`src/clock_power_module_pkg.sv`:
```
/*
 * Shared constants for the clock and power module: register map,
 * field positions, reset values, timing counts and state encodings.
 * Assumes a 100 MHz clock and a 32-bit classic Wishbone register bus.
 */
package clock_power_module_pkg;

	// register bus
	localparam int unsigned ADDR_W         = 8;
	localparam int unsigned DATA_W         = 32;
	localparam logic [7:0]  OFS_SOFT_RESET = 8'h00;
	localparam logic [7:0]  OFS_PRIV_STATE = 8'h04;
	localparam logic [7:0]  OFS_POWER_CTRL = 8'h08;
	localparam logic [7:0]  OFS_STATUS     = 8'h0C;

	// power control fields
	localparam int unsigned CTRL_W         = 4;
	localparam int unsigned CTRL_KEEP_CLK  = 0;
	localparam int unsigned CTRL_KEEP_PWR  = 1;
	localparam int unsigned CTRL_OVERRIDE  = 2;
	localparam int unsigned CTRL_IDLE_LP   = 3;
	localparam logic [3:0]  CTRL_RESET     = 4'h0;

	// privilege state and access protection bits
	localparam int unsigned PROT_PRIV      = 0;
	localparam int unsigned PROT_NS        = 1;
	localparam logic        PRIV_RESET     = 1'b1;
	localparam logic        NS_RESET       = 1'b0;

	// status fields
	localparam int unsigned STAT_STATE_LSB = 0;
	localparam int unsigned STAT_CLK_Q     = 3;
	localparam int unsigned STAT_PWR_Q     = 4;

	// timing
	localparam int unsigned CLK_PERIOD_PS    = 10000;
	localparam int unsigned SYS_RST_HOLD_NS  = 40;
	localparam int unsigned SYS_RST_HOLD_CYC = (SYS_RST_HOLD_NS * 1000 + CLK_PERIOD_PS - 1) / CLK_PERIOD_PS;
	localparam int unsigned GATE_TO_RST_MAX  = 2;
	localparam int unsigned TIMER_W          = 4;

	typedef enum logic [2:0] {
		ST_IDLE     = 3'b000,
		ST_DMA_WAIT = 3'b001,
		ST_GATE     = 3'b011,
		ST_SYS_RST  = 3'b010,
		ST_RAM_CLR  = 3'b110,
		ST_UPDATE   = 3'b111
	} seq_state_t;

	typedef enum logic [1:0] {
		Q_RUN  = 2'b00,
		Q_STOP = 2'b01,
		Q_DENY = 2'b10
	} q_state_t;

endpackage : clock_power_module_pkg

```
`src/step_timer.sv`:
```
/*
 * Down counter that times one step of the reset sequence.
 * Assumes load_i is a single-cycle pulse from the sequencer.
 */
`timescale 1ns/1ps
`default_nettype none
module step_timer #(
	parameter int unsigned W   = 4,
	parameter logic [W-1:0] LEN = W'(4)
) (
	// clock and reset
	input  wire logic clk_i,
	input  wire logic rst_i,
	// control
	input  wire logic load_i,
	output logic      done_o
);
	logic [W-1:0] count_r;
	logic [W-1:0] count_nxt;

	always_comb begin
		count_nxt = count_r;
		if (load_i) begin
			count_nxt = LEN - W'(1);
		end else if (count_r != '0) begin
			count_nxt = count_r - W'(1);
		end
	end

	always_ff @(posedge clk_i) begin
		if (rst_i) begin
			count_r <= '0;
		end else begin
			count_r <= count_nxt;
		end
	end

	assign done_o = (count_r == '0);
endmodule : step_timer
`default_nettype wire

```
`src/q_channel_port.sv`:
```
/*
 * Device end of one Q-Channel low-power handshake.
 * Assumes the controller drives qreqn_i synchronously and holds it
 * low until it sees accept or deny.
 */
`timescale 1ns/1ps
`default_nettype none
module q_channel_port
	import clock_power_module_pkg::*;
(
	// clock and reset
	input  wire logic clk_i,
	input  wire logic rst_i,
	// local policy
	input  wire logic allow_i,
	// q-channel
	input  wire logic qreqn_i,
	output logic      qacceptn_o,
	output logic      qdeny_o,
	output logic      qactive_o
);
	q_state_t st_r;
	q_state_t st_nxt;
	logic     acc_r;
	logic     deny_r;
	logic     act_r;

	always_comb begin
		st_nxt = st_r;
		case (st_r)
			Q_RUN: begin
				if (!qreqn_i) begin
					st_nxt = allow_i ? Q_STOP : Q_DENY;
				end
			end
			Q_STOP: begin
				if (qreqn_i) begin
					st_nxt = Q_RUN;
				end
			end
			Q_DENY: begin
				if (qreqn_i) begin
					st_nxt = Q_RUN;
				end
			end
			default: st_nxt = Q_RUN;
		endcase
	end

	always_ff @(posedge clk_i) begin
		if (rst_i) begin
			st_r   <= Q_RUN;
			acc_r  <= 1'b1;
			deny_r <= 1'b0;
			act_r  <= 1'b1;
		end else begin
			st_r   <= st_nxt;
			acc_r  <= (st_nxt != Q_STOP);
			deny_r <= (st_nxt == Q_DENY);
			act_r  <= !allow_i;
		end
	end

	assign qacceptn_o = acc_r;
	assign qdeny_o    = deny_r;
	assign qactive_o  = act_r;
endmodule : q_channel_port
`default_nettype wire

```
`src/clock_power_module.sv`:
```
/*
 * Clock and power module: reset sequencer, soft-reset access check,
 * privilege state, main clock gate enables and two Q-Channel ends,
 * with a classic Wishbone register slave.
 * Assumes one clock, rst_i is the hard reset from an outside reset
 * controller, and the gated clocks are built from the enables here.
 */
// Design decisions made here: the register offsets and register access over Wishbone.
// Contract
// - hard reset input starts a hard reset sequence
// - permitted write to soft-reset register starts a soft reset
// - access allowed only if prot[0] >= privilege and prot[1] <= nonsecure
// - any reset clears all registers and internal memories
// - soft reset: DMA clock on, request DMA, wait for acknowledge
// - with core clock off, assert system reset within two cycles
// - after release, memory and DMA clocks on, signal RAM clear
// - last step updates stored privilege and security level
// - core clock runs except while reset is in progress
// - stopped device tells clock Q-Channel its clock may stop
// - a control bit keeps the clock requested while stopped
// - stopped device offers power-off; a control bit keeps power
// - one main clock gate upstream of block gates
// - module can override block-level clock gates
// - optionally request low power while idle
// - exactly one clock and one reset
`timescale 1ns/1ps
`default_nettype none
module clock_power_module
	import clock_power_module_pkg::*;
(
	// clock and hard reset
	input  wire logic                                    clk_i,
	input  wire logic                                    rst_i,
	// wishbone slave
	input  wire logic                                    wb_cyc_i,
	input  wire logic                                    wb_stb_i,
	input  wire logic                                    wb_we_i,
	input  wire logic [clock_power_module_pkg::ADDR_W-1:0] wb_adr_i,
	input  wire logic [3:0]                              wb_sel_i,
	input  wire logic [clock_power_module_pkg::DATA_W-1:0] wb_dat_i,
	input  wire logic [1:0]                              wb_prot_i,
	output logic                                         wb_ack_o,
	output logic [clock_power_module_pkg::DATA_W-1:0]      wb_dat_o,
	// boot privilege straps and device status
	input  wire logic                                    boot_priv_i,
	input  wire logic                                    boot_nonsecure_i,
	input  wire logic                                    npu_stopped_i,
	input  wire logic                                    queue_idle_i,
	// dma and memory handshakes
	input  wire logic                                    dma_reset_ack_i,
	input  wire logic                                    ram_clear_done_i,
	output logic                                         dma_soft_reset_req_o,
	output logic                                         ram_clear_o,
	output logic                                         sys_reset_o,
	// clock enables
	output logic                                         main_clk_en_o,
	output logic                                         dma_clk_en_o,
	output logic                                         mem_clk_en_o,
	output logic                                         block_gate_override_o,
	// privilege state
	output logic                                         current_privilege_level_o,
	output logic                                         current_nonsecure_flag_o,
	// clock q-channel
	input  wire logic                                    clk_qreqn_i,
	output logic                                         clk_qacceptn_o,
	output logic                                         clk_qdeny_o,
	output logic                                         clk_qactive_o,
	// power q-channel
	input  wire logic                                    pwr_qreqn_i,
	output logic                                         pwr_qacceptn_o,
	output logic                                         pwr_qdeny_o,
	output logic                                         pwr_qactive_o
);
	import clock_power_module_pkg::*;

	// sequencer state
	seq_state_t  state_r;
	seq_state_t  state_nxt;
	logic        src_soft_r;
	logic        src_soft_nxt;
	logic        pend_priv_r;
	logic        pend_priv_nxt;
	logic        pend_ns_r;
	logic        pend_ns_nxt;
	logic        cur_priv_r;
	logic        cur_priv_nxt;
	logic        cur_ns_r;
	logic        cur_ns_nxt;
	logic        hold_done;
	// register file
	logic [CTRL_W-1:0] ctrl_r;
	logic [CTRL_W-1:0] ctrl_nxt;
	logic              ack_r;
	logic              ack_nxt;
	logic [DATA_W-1:0] rdat_r;
	logic [DATA_W-1:0] rdat_nxt;
	// decode
	logic        wb_hit;
	logic        permit;
	logic        soft_go;
	logic        seq_idle;
	logic        allow_clk;
	logic        allow_pwr;

	assign wb_hit   = wb_cyc_i && wb_stb_i && !ack_r;
	// privilege check on the protection bits of this access
	assign permit   = (wb_prot_i[PROT_PRIV] >= cur_priv_r) && (wb_prot_i[PROT_NS] <= cur_ns_r);
	assign soft_go  = wb_hit && wb_we_i && (wb_adr_i == OFS_SOFT_RESET) && wb_sel_i[0] && permit
	                  && (state_r == ST_IDLE);
	assign seq_idle = (state_r == ST_IDLE);
	// low-power offers only when no reset runs and software does not pin them
	assign allow_clk = seq_idle && !ctrl_r[CTRL_KEEP_CLK]
	                   && (npu_stopped_i || (ctrl_r[CTRL_IDLE_LP] && queue_idle_i));
	assign allow_pwr = seq_idle && !ctrl_r[CTRL_KEEP_PWR]
	                   && (npu_stopped_i || (ctrl_r[CTRL_IDLE_LP] && queue_idle_i));

	step_timer #(
		.W   (TIMER_W),
		.LEN (TIMER_W'(SYS_RST_HOLD_CYC))
	) u_hold (
		.clk_i  (clk_i),
		.rst_i  (rst_i),
		.load_i (state_r == ST_GATE),
		.done_o (hold_done)
	);

	// reset sequencer
	always_comb begin
		state_nxt     = state_r;
		src_soft_nxt  = src_soft_r;
		pend_priv_nxt = pend_priv_r;
		pend_ns_nxt   = pend_ns_r;
		cur_priv_nxt  = cur_priv_r;
		cur_ns_nxt    = cur_ns_r;
		case (state_r)
			ST_IDLE: begin
				if (soft_go) begin
					state_nxt     = ST_DMA_WAIT;
					src_soft_nxt  = 1'b1;
					pend_priv_nxt = wb_prot_i[PROT_PRIV];
					pend_ns_nxt   = wb_prot_i[PROT_NS];
				end
			end
			ST_DMA_WAIT: begin
				if (dma_reset_ack_i) begin
					state_nxt = ST_GATE;
				end
			end
			ST_GATE: begin
				state_nxt = ST_SYS_RST;
			end
			ST_SYS_RST: begin
				if (hold_done) begin
					state_nxt = ST_RAM_CLR;
				end
			end
			ST_RAM_CLR: begin
				if (ram_clear_done_i) begin
					state_nxt = ST_UPDATE;
				end
			end
			ST_UPDATE: begin
				// soft reset adopts the requester's level, hard reset the straps
				cur_priv_nxt = src_soft_r ? pend_priv_r : boot_priv_i;
				cur_ns_nxt   = src_soft_r ? pend_ns_r : boot_nonsecure_i;
				src_soft_nxt = 1'b0;
				state_nxt    = ST_IDLE;
			end
			default: state_nxt = ST_IDLE;
		endcase
	end

	always_ff @(posedge clk_i) begin
		if (rst_i) begin
			// hard reset lands straight in the gate step
			state_r               <= ST_GATE;
			src_soft_r            <= 1'b0;
			pend_priv_r           <= PRIV_RESET;
			pend_ns_r             <= NS_RESET;
			cur_priv_r            <= PRIV_RESET;
			cur_ns_r              <= NS_RESET;
			main_clk_en_o         <= 1'b0;
			dma_clk_en_o          <= 1'b0;
			mem_clk_en_o          <= 1'b0;
			dma_soft_reset_req_o  <= 1'b0;
			sys_reset_o           <= 1'b0;
			ram_clear_o           <= 1'b0;
		end else begin
			state_r               <= state_nxt;
			src_soft_r            <= src_soft_nxt;
			pend_priv_r           <= pend_priv_nxt;
			pend_ns_r             <= pend_ns_nxt;
			cur_priv_r            <= cur_priv_nxt;
			cur_ns_r              <= cur_ns_nxt;
			// one main gate feeds every block gate below it
			main_clk_en_o         <= (state_nxt == ST_IDLE);
			dma_clk_en_o          <= (state_nxt == ST_IDLE) || (state_nxt == ST_DMA_WAIT)
			                         || (state_nxt == ST_RAM_CLR);
			mem_clk_en_o          <= (state_nxt == ST_IDLE) || (state_nxt == ST_RAM_CLR);
			dma_soft_reset_req_o  <= (state_nxt == ST_DMA_WAIT);
			sys_reset_o           <= (state_nxt == ST_SYS_RST);
			ram_clear_o           <= (state_nxt == ST_RAM_CLR);
		end
	end

	// register slave
	always_comb begin
		ctrl_nxt = ctrl_r;
		ack_nxt  = wb_hit;
		rdat_nxt = '0;
		if (wb_hit && wb_we_i && (wb_adr_i == OFS_POWER_CTRL) && wb_sel_i[0]) begin
			ctrl_nxt = wb_dat_i[CTRL_W-1:0];
		end
		if (wb_hit && !wb_we_i) begin
			case (wb_adr_i)
				OFS_PRIV_STATE: begin
					rdat_nxt[PROT_PRIV] = cur_priv_r;
					rdat_nxt[PROT_NS]   = cur_ns_r;
				end
				OFS_POWER_CTRL: begin
					rdat_nxt[CTRL_W-1:0] = ctrl_r;
				end
				OFS_STATUS: begin
					rdat_nxt[STAT_STATE_LSB +: 3] = state_r;
					rdat_nxt[STAT_CLK_Q]          = !clk_qacceptn_o;
					rdat_nxt[STAT_PWR_Q]          = !pwr_qacceptn_o;
				end
				default: rdat_nxt = '0;
			endcase
		end
		// settings do not survive a reset of either kind
		if (state_r == ST_SYS_RST) begin
			ctrl_nxt = CTRL_RESET;
		end
	end

	always_ff @(posedge clk_i) begin
		if (rst_i) begin
			ctrl_r                <= CTRL_RESET;
			ack_r                 <= 1'b0;
			rdat_r                <= '0;
			block_gate_override_o <= 1'b0;
		end else begin
			ctrl_r                <= ctrl_nxt;
			ack_r                 <= ack_nxt;
			rdat_r                <= rdat_nxt;
			block_gate_override_o <= ctrl_nxt[CTRL_OVERRIDE];
		end
	end

	assign wb_ack_o                  = ack_r;
	assign wb_dat_o                  = rdat_r;
	assign current_privilege_level_o = cur_priv_r;
	assign current_nonsecure_flag_o  = cur_ns_r;

	q_channel_port u_clk_q (
		.clk_i      (clk_i),
		.rst_i      (rst_i),
		.allow_i    (allow_clk),
		.qreqn_i    (clk_qreqn_i),
		.qacceptn_o (clk_qacceptn_o),
		.qdeny_o    (clk_qdeny_o),
		.qactive_o  (clk_qactive_o)
	);

	q_channel_port u_pwr_q (
		.clk_i      (clk_i),
		.rst_i      (rst_i),
		.allow_i    (allow_pwr),
		.qreqn_i    (pwr_qreqn_i),
		.qacceptn_o (pwr_qacceptn_o),
		.qdeny_o    (pwr_qdeny_o),
		.qactive_o  (pwr_qactive_o)
	);
endmodule : clock_power_module
`default_nettype wire

```
`config.mk`:
```
export PLATFORM = sky130hd
export DESIGN_NAME = clock_power_module
export DESIGN_NICKNAME = d
export VERILOG_FILES = /design/src/clock_power_module_pkg.sv /design/src/step_timer.sv /design/src/q_channel_port.sv /design/src/clock_power_module.sv
export SDC_FILE = /design/constraint.sdc
export NUM_CORES = 1
export LEC_CHECK = 0
export BUFFER_PORTS_ARGS = -buffer_cell sky130_fd_sc_hd__buf_2
export CAP_MARGIN = 20
export CORE_MARGIN = 1.5
export CORE_UTILIZATION = 44
export CTS_CLUSTER_SIZE = 16
export DETAILED_ROUTE_END_ITERATION = 12
export HOLD_SLACK_MARGIN = 0.15
export PLACE_DENSITY = 0.91
export SLEW_MARGIN = 15
export SYNTH_ARGS = -nofsm -noshare
export SYNTH_HDL_FRONTEND = slang
export SYNTH_HIERARCHICAL = 1
export SYNTH_SLANG_ARGS = --single-unit
```
`constraint.sdc`:
```
create_clock -name clk_i -period 2.2 [get_ports clk_i]
set_input_delay 0.44 -clock clk_i [delete_from_list [all_inputs] [get_ports clk_i]]
set_output_delay 0.44 -clock clk_i [all_outputs]
set_load 0.02 [all_outputs]
```
Word-level counts from Yosys, hierarchy flattened
Index checks and enable logic that the tools add are counted.
Widths: inputs -> output; s select.
{ "classes": {"n_shift": 0, "order_cmp": 2, "reduce_logical": 45, "n_div": 0, "bitwise": 2, "muxes": 21, "n_eq_ne": 20, "addsub": 1, "n_mul": 0} }
{ "op_table": {"columns": ["op", "count"], "rows": [
  ["$eq 8x4->1 const B", 2],
  ["$logic_and 1x1->1", 16],
  ["$mux 2", 8],
  ["$pmux 3 s5", 1],
  ["$mux 3", 4],
  ["$pmux 2 s2", 3],
  ["$reduce_or 2->1", 5],
  ["$eq 3x2->1 const B", 3],
  ["$eq 3x3->1 const B", 3],
  ["$eq 2x2->1 const B", 4],
  ["$eq 8x3->1 const B", 1],
  ["$logic_not 1->1", 8],
  ["$logic_not 8->1", 1],
  ["$eq 3x1->1 const B", 2],
  ["$logic_not 3->1", 2],
  ["$pmux 2 s3", 1],
  ["$eq 2x1->1 const B", 2],
  ["$logic_not 2->1", 2],
  ["$logic_not 4->1", 1],
  ["$logic_or 1x1->1", 4],
  ["$ne 2x1->1 const B", 2],
  ["$reduce_and 2->1", 2],
  ["$reduce_bool 2->1", 2],
  ["$reduce_bool 4->1", 1],
  ["other kinds (8)", 11]
]} }
{ "totals": {"ff_bits": 65, "romBits": 0, "inputBits": 59, "latch_bits": 0, "ramBits": 0, "n_memories": 0} }

Depth between registers and ports, before layout
{ "depth": {"ltp_word": 12, "depth_mapped": 7, "mapped_depth_nobuf": 7} }

By module
The synthesis kept the hierarchy.
{ "by_module_without_submodules": {"columns": ["module", "instances", "cells_per_inst", "area_each_um2", "seq_area_each_um2"], "rows": [
  ["clock_power_module", 1, 139, 1227.4, 480.5],
  ["q_channel_port", 2, 23, 227.7, 100.1],
  ["step_timer", 1, 20, 197.7, 80.1]
]} }

Worst setup path before layout
No wires, ideal clock.
{ "synth_timing": {"path_type": "in2reg", "from": "input wb_adr_i[1] (netlist bit)", "to": "register pend_priv_r", "path_slack_ns": 0.378, "arrival_time_ns": 1.750, "stages": 5, "setup_ns": 0.072, "required_time_ns": 2.128, "n_path_buf": 1, "cell_sequence": "or4_4 nor4_4 and3_1 buf_6 mux2i_1"} }
{ "synth_via": {"elab_chain_cells": 6} }
{ "synth_lines": {"columns": ["element", "line_no", "rtl"], "rows": [
  ["start, declared", "clock_power_module.sv:38", "input wire logic [clock_power_module_pkg::ADDR_W-1:0] wb_adr_i,"],
  ["$logic_not 8->1", "clock_power_module.sv:108", "assign soft_go = wb_hit && wb_we_i && (wb_adr_i == OFS_SOFT_RESET) && wb_sel_i[0] && permit"],
  ["$logic_and 1x1->1 (3 in series)", "clock_power_module.sv:108", null],
  ["$logic_and 1x1->1", "clock_power_module.sv:109", "&& (state_r == ST_IDLE);"],
  ["$reduce_and 2->1 (no source line)", null, null],
  ["end signal, assigned", "clock_power_module.sv:191", "pend_priv_r <= pend_priv_nxt;"],
  ["end, declared", "clock_power_module.sv:81", "logic pend_priv_r;"]
]} }
No other way between the ends.
A chain may end at the register's enable or synchronous reset.

Worst setup path in the final report
Same ends and word-level chain as after synthesis.

==> impl_metrics.yaml <==
timing:
  layout_min_cycle_time_ns: 1.83
  fin_setup_tns_ns: 0
  timing_worst_slew_pin_value_ns: 0.583
  maxClockFrequency_mhz: 547
  timing.clock.skew_ns: 0.00364
  hold_viol_final: 0
  final.setup.worst_slack_ns: 0.371
  setup_viol: 0
  relative_slew_margins: 0.612
  grt_setup_unrepaired: "no"
  timing.final.crit_share: 0.832
  final_max_slew_viol_count: 0
die:
  die_h_um: 68.4
  std_cell_rows: 23
  initial_utilization: 0.463
  chipWidth_um: 68.4
  floorplan.die_area_sq_mm: 0.00468
  io_pins: 107
  floorplan.core_area_sq_mm: 0.00406
layout:
  antennaDiodeCount: 0
  drive_gt1_frac: 0.279
  final-instance-count-excl-fill: 308
  synthToLayoutAreaGrowth_pct: 16.2
  finish.net_count: 321
flow_run:
  max_capacitance_violation_count: 0
power_and_ir_drop:
  leak_pwr_nw: 1.01
  p_per_area_mw_per_mm2: 753
  peakVddDrop_mv: 0.420
placement:
  detailedPlace.worstSlack_ns: 0.0738
  portBuffers: 48
  place_hpwl_um: 2950
  placer_congestion: 0.769
  placedCellCount: 300
drt:
  detail_route.wl_per_cell_um: 12.7
  finalWirelength_um: 3910
  num_vias: 1518
  detailedRoute.firstPassIterationCount: 4
  dr.first_iter.drc_count: 71
  post_drt_via_cell_ratio: 4.93
  route.antenna.remaining_nets: 0
  post-route-drc-count: 0
grt:
  grt_usage: 0.185
  grt_pass1_wl_um: 6270
  grt_max_degree: 16
  overflow: 0
  grt_pass1_vias: 1442
  antenna_violations_before_repair: 0
synthesis:
  synth_cell_type_count: 43
  yosys_warnings: 6
  synth_cells: 205
  ys_seq_elements: 38
  syn_area_per_cell_sq_um: 9.17
  synthesis.area_sq_mm: 0.00188
  synth.yosys.seq_area_share: 0.405
hold_path:
  whs_path_depth: 2
  worst_min_delay_path_class: "in -> reg"
clocking:
  tritoncts: "done"
  numCtsBuffers: 5
  postCtsSetupRepairBufs: 0
  clkSinkCount: 38
  cts_hold_buffers: 0
  cts-resized-gates: 0
  clk_pin_slew_worst_paths_ns: 0.07
  worst_skew_pair.late_latency_ns: 0.30
  cts_htree_levels: 2
  cts.path.max_buffers: 2
  clockRootBuffer: "sky130_fd_sc_hd__clkbuf_8"
critical_path:
  required_time_of_the_critical_path_ns: 2.43
  worst_r2r_path_depth: 6
  criticalPathCategory: "in -> reg"
  crit_path_max_fanout: 6
  startpoint_type: "input port"
  setup.worst_path.end_class: "register"
  arrival_ns: 2.06
run_status:
  outcome: "finished clean"
## placed cells by master (no fill, tap or decap), types with 2 or more instances in the layout
cell type	netlist	layout
sky130_fd_sc_hd__ha_1	5	5
sky130_fd_sc_hd__nor3_1	6	6
sky130_fd_sc_hd__nand2_1	16	16
sky130_fd_sc_hd__nand3b_1	3	3
sky130_fd_sc_hd__inv_1	9	9
sky130_fd_sc_hd__nand3_1	4	4
sky130_fd_sc_hd__a31o_1	2	2
sky130_fd_sc_hd__nor4_2	2	2
sky130_fd_sc_hd__nand2b_1	9	9
sky130_fd_sc_hd__clkbuf_8	0	8
sky130_fd_sc_hd__mux2_2	2	2
sky130_fd_sc_hd__a21oi_1	7	7
sky130_fd_sc_hd__nor2_1	18	18
sky130_fd_sc_hd__dfxtp_1	38	38
sky130_fd_sc_hd__buf_4	27	3
sky130_fd_sc_hd__or2_2	2	2
sky130_fd_sc_hd__a21boi_0	3	3
sky130_fd_sc_hd__a22oi_1	2	2
sky130_fd_sc_hd__conb_1	1	27
sky130_fd_sc_hd__and2_1	2	2
sky130_fd_sc_hd__nor2b_1	3	3
sky130_fd_sc_hd__nor3b_1	3	3
sky130_fd_sc_hd__and3_1	2	2
sky130_fd_sc_hd__buf_2	0	48
sky130_fd_sc_hd__mux2i_1	12	12
sky130_fd_sc_hd__a211oi_1	2	2
sky130_fd_sc_hd__nor4_1	2	2
sky130_fd_sc_hd__inv_2	2	2
sky130_fd_sc_hd__o22ai_2	2	2
## cells in the mapped netlist
library cell                instances  area [sq um]
sky130_fd_sc_hd__nor3b_4            1          18.8
sky130_fd_sc_hd__a21boi_0           3          22.5
sky130_fd_sc_hd__a211o_1            1          8.76
sky130_fd_sc_hd__buf_6              1          11.3
sky130_fd_sc_hd__conb_1             1          3.75
sky130_fd_sc_hd__a311oi_1           1          8.76
sky130_fd_sc_hd__nor4_2             2          25.0
sky130_fd_sc_hd__nand2b_1           9          56.3
sky130_fd_sc_hd__a32o_1             1          10.0
sky130_fd_sc_hd__nor4b_1            1          8.76
sky130_fd_sc_hd__nor4_1             2          12.5
sky130_fd_sc_hd__nand3_1            4          20.0
sky130_fd_sc_hd__nand3b_1           3          22.5
sky130_fd_sc_hd__or3_1              1          6.26
sky130_fd_sc_hd__nor4_4             1          21.3
sky130_fd_sc_hd__a21o_1             1          7.51
sky130_fd_sc_hd__xnor2_1            1          8.76
sky130_fd_sc_hd__nor2_1            18          67.6
sky130_fd_sc_hd__and2_1             2          12.5
sky130_fd_sc_hd__or2_2              2          12.5
sky130_fd_sc_hd__mux2i_1           12           120
sky130_fd_sc_hd__a211oi_1           2          15.0
sky130_fd_sc_hd__a2111oi_0          1          8.76
sky130_fd_sc_hd__o21bai_1           1          7.51
sky130_fd_sc_hd__inv_1              9          33.8
sky130_fd_sc_hd__a22oi_1            2          15.0
sky130_fd_sc_hd__nand2_1           16          60.1
sky130_fd_sc_hd__dfxtp_1           38           761
sky130_fd_sc_hd__ha_1               5          62.6
sky130_fd_sc_hd__or4_4              1          11.3
sky130_fd_sc_hd__a21oi_1            7          35.0
sky130_fd_sc_hd__buf_4             27           203
sky130_fd_sc_hd__a31oi_1            1          6.26
sky130_fd_sc_hd__nor3_1             6          30.0
sky130_fd_sc_hd__o21ai_0            1          5.00
sky130_fd_sc_hd__mux2_2             2          22.5
sky130_fd_sc_hd__nor3b_1            3          22.5
sky130_fd_sc_hd__o22ai_2            2          25.0
sky130_fd_sc_hd__nor2b_1            3          18.8
sky130_fd_sc_hd__and3_1             2          12.5
sky130_fd_sc_hd__inv_2              2          7.51
sky130_fd_sc_hd__clkbuf_1           4          15.0
sky130_fd_sc_hd__a31o_1             2          17.5
## path summary, 6_finish.rpt
kind                                  from                            end  slack, ns
max                            wb_adr_i[1]       pend_priv_r$_SDFFE_PP1P_       0.37
min                       ram_clear_done_i         ram_clear_o$_SDFF_PP0_       0.38
max reg2reg          state_r[0]$_SDFF_PP1_  u_pwr_q/qacceptn_o$_SDFF_PP1_       0.50
min reg2reg  u_pwr_q/qacceptn_o$_SDFF_PP1_         wb_dat_o[4]$_SDFF_PP0_       0.43
## state kept, by name, summed over array words and instances, names as in the netlist, 2 cells and up
signal	count
ctrl_r	3
state_r	3
u_clk_q/st_r	2
u_hold/count_r	4
u_pwr_q/st_r	2
wb_dat_o	5
## where the power goes
part | internal [mW] | switching (mW) | total [mW]
logic | 0.130 | 0.193 | 0.323
clock network | 0.316 | 0.247 | 0.563
registers | 0.729 | 0.0305 | 0.760
## cells by family (layout without fill, tap and decap cells)
group	after synthesis	after routing	share of synthesized area
buf+inv	43	70	0.144
compound gates	26	26	0.102
simple gates	77	77	0.234
other cells	1	27	0.00199
xor+xnor	1	1	0.00466
fa+ha+maj	5	5	0.0333
flops	38	38	0.405
mux	14	14	0.0759
## metal layers
layer / vias to the layer above / global-route usage / share of wire
li1: 749 / - / -
met1: 703 / 0.214 / 0.42
met2: 57 / 0.308 / 0.50
met3: 9 / 0.0477 / 0.060
met4: 0 / 0.108 / 0.024
met5: - / 0 / 0
## critical path, stage by stage
cell and delay [ns]:
sky130_fd_sc_hd__buf_2 0.10, sky130_fd_sc_hd__or4_4 0.55, sky130_fd_sc_hd__nor4_4 0.36, sky130_fd_sc_hd__and3_1 0.40
sky130_fd_sc_hd__mux2i_1 0.21
## area by class of cell
cell class | count | area [sq um]
inverters | 11 | 41.3
repair buffers | 51 | 263
multi-input cells | 150 | 947
well taps | 50 | 62.6
clock buffers | 8 | 110
fillers | 374 | 1870
flip-flops and latches | 38 | 761
## through the flow
stage               hold slack (ns)  area [sq um]  power [mW]   util
CTS                           0.372          2180        1.66  0.538
finish                        0.376          2180        1.65  0.538
detailed placement            0.426          2070        1.09  0.511
global placement              0.408          2070        1.08  0.511
global route                  0.390          2180        1.73  0.538
floorplan                     0.448          1980        1.04      -
Note: power is estimated with default switching activity, not from simulation.
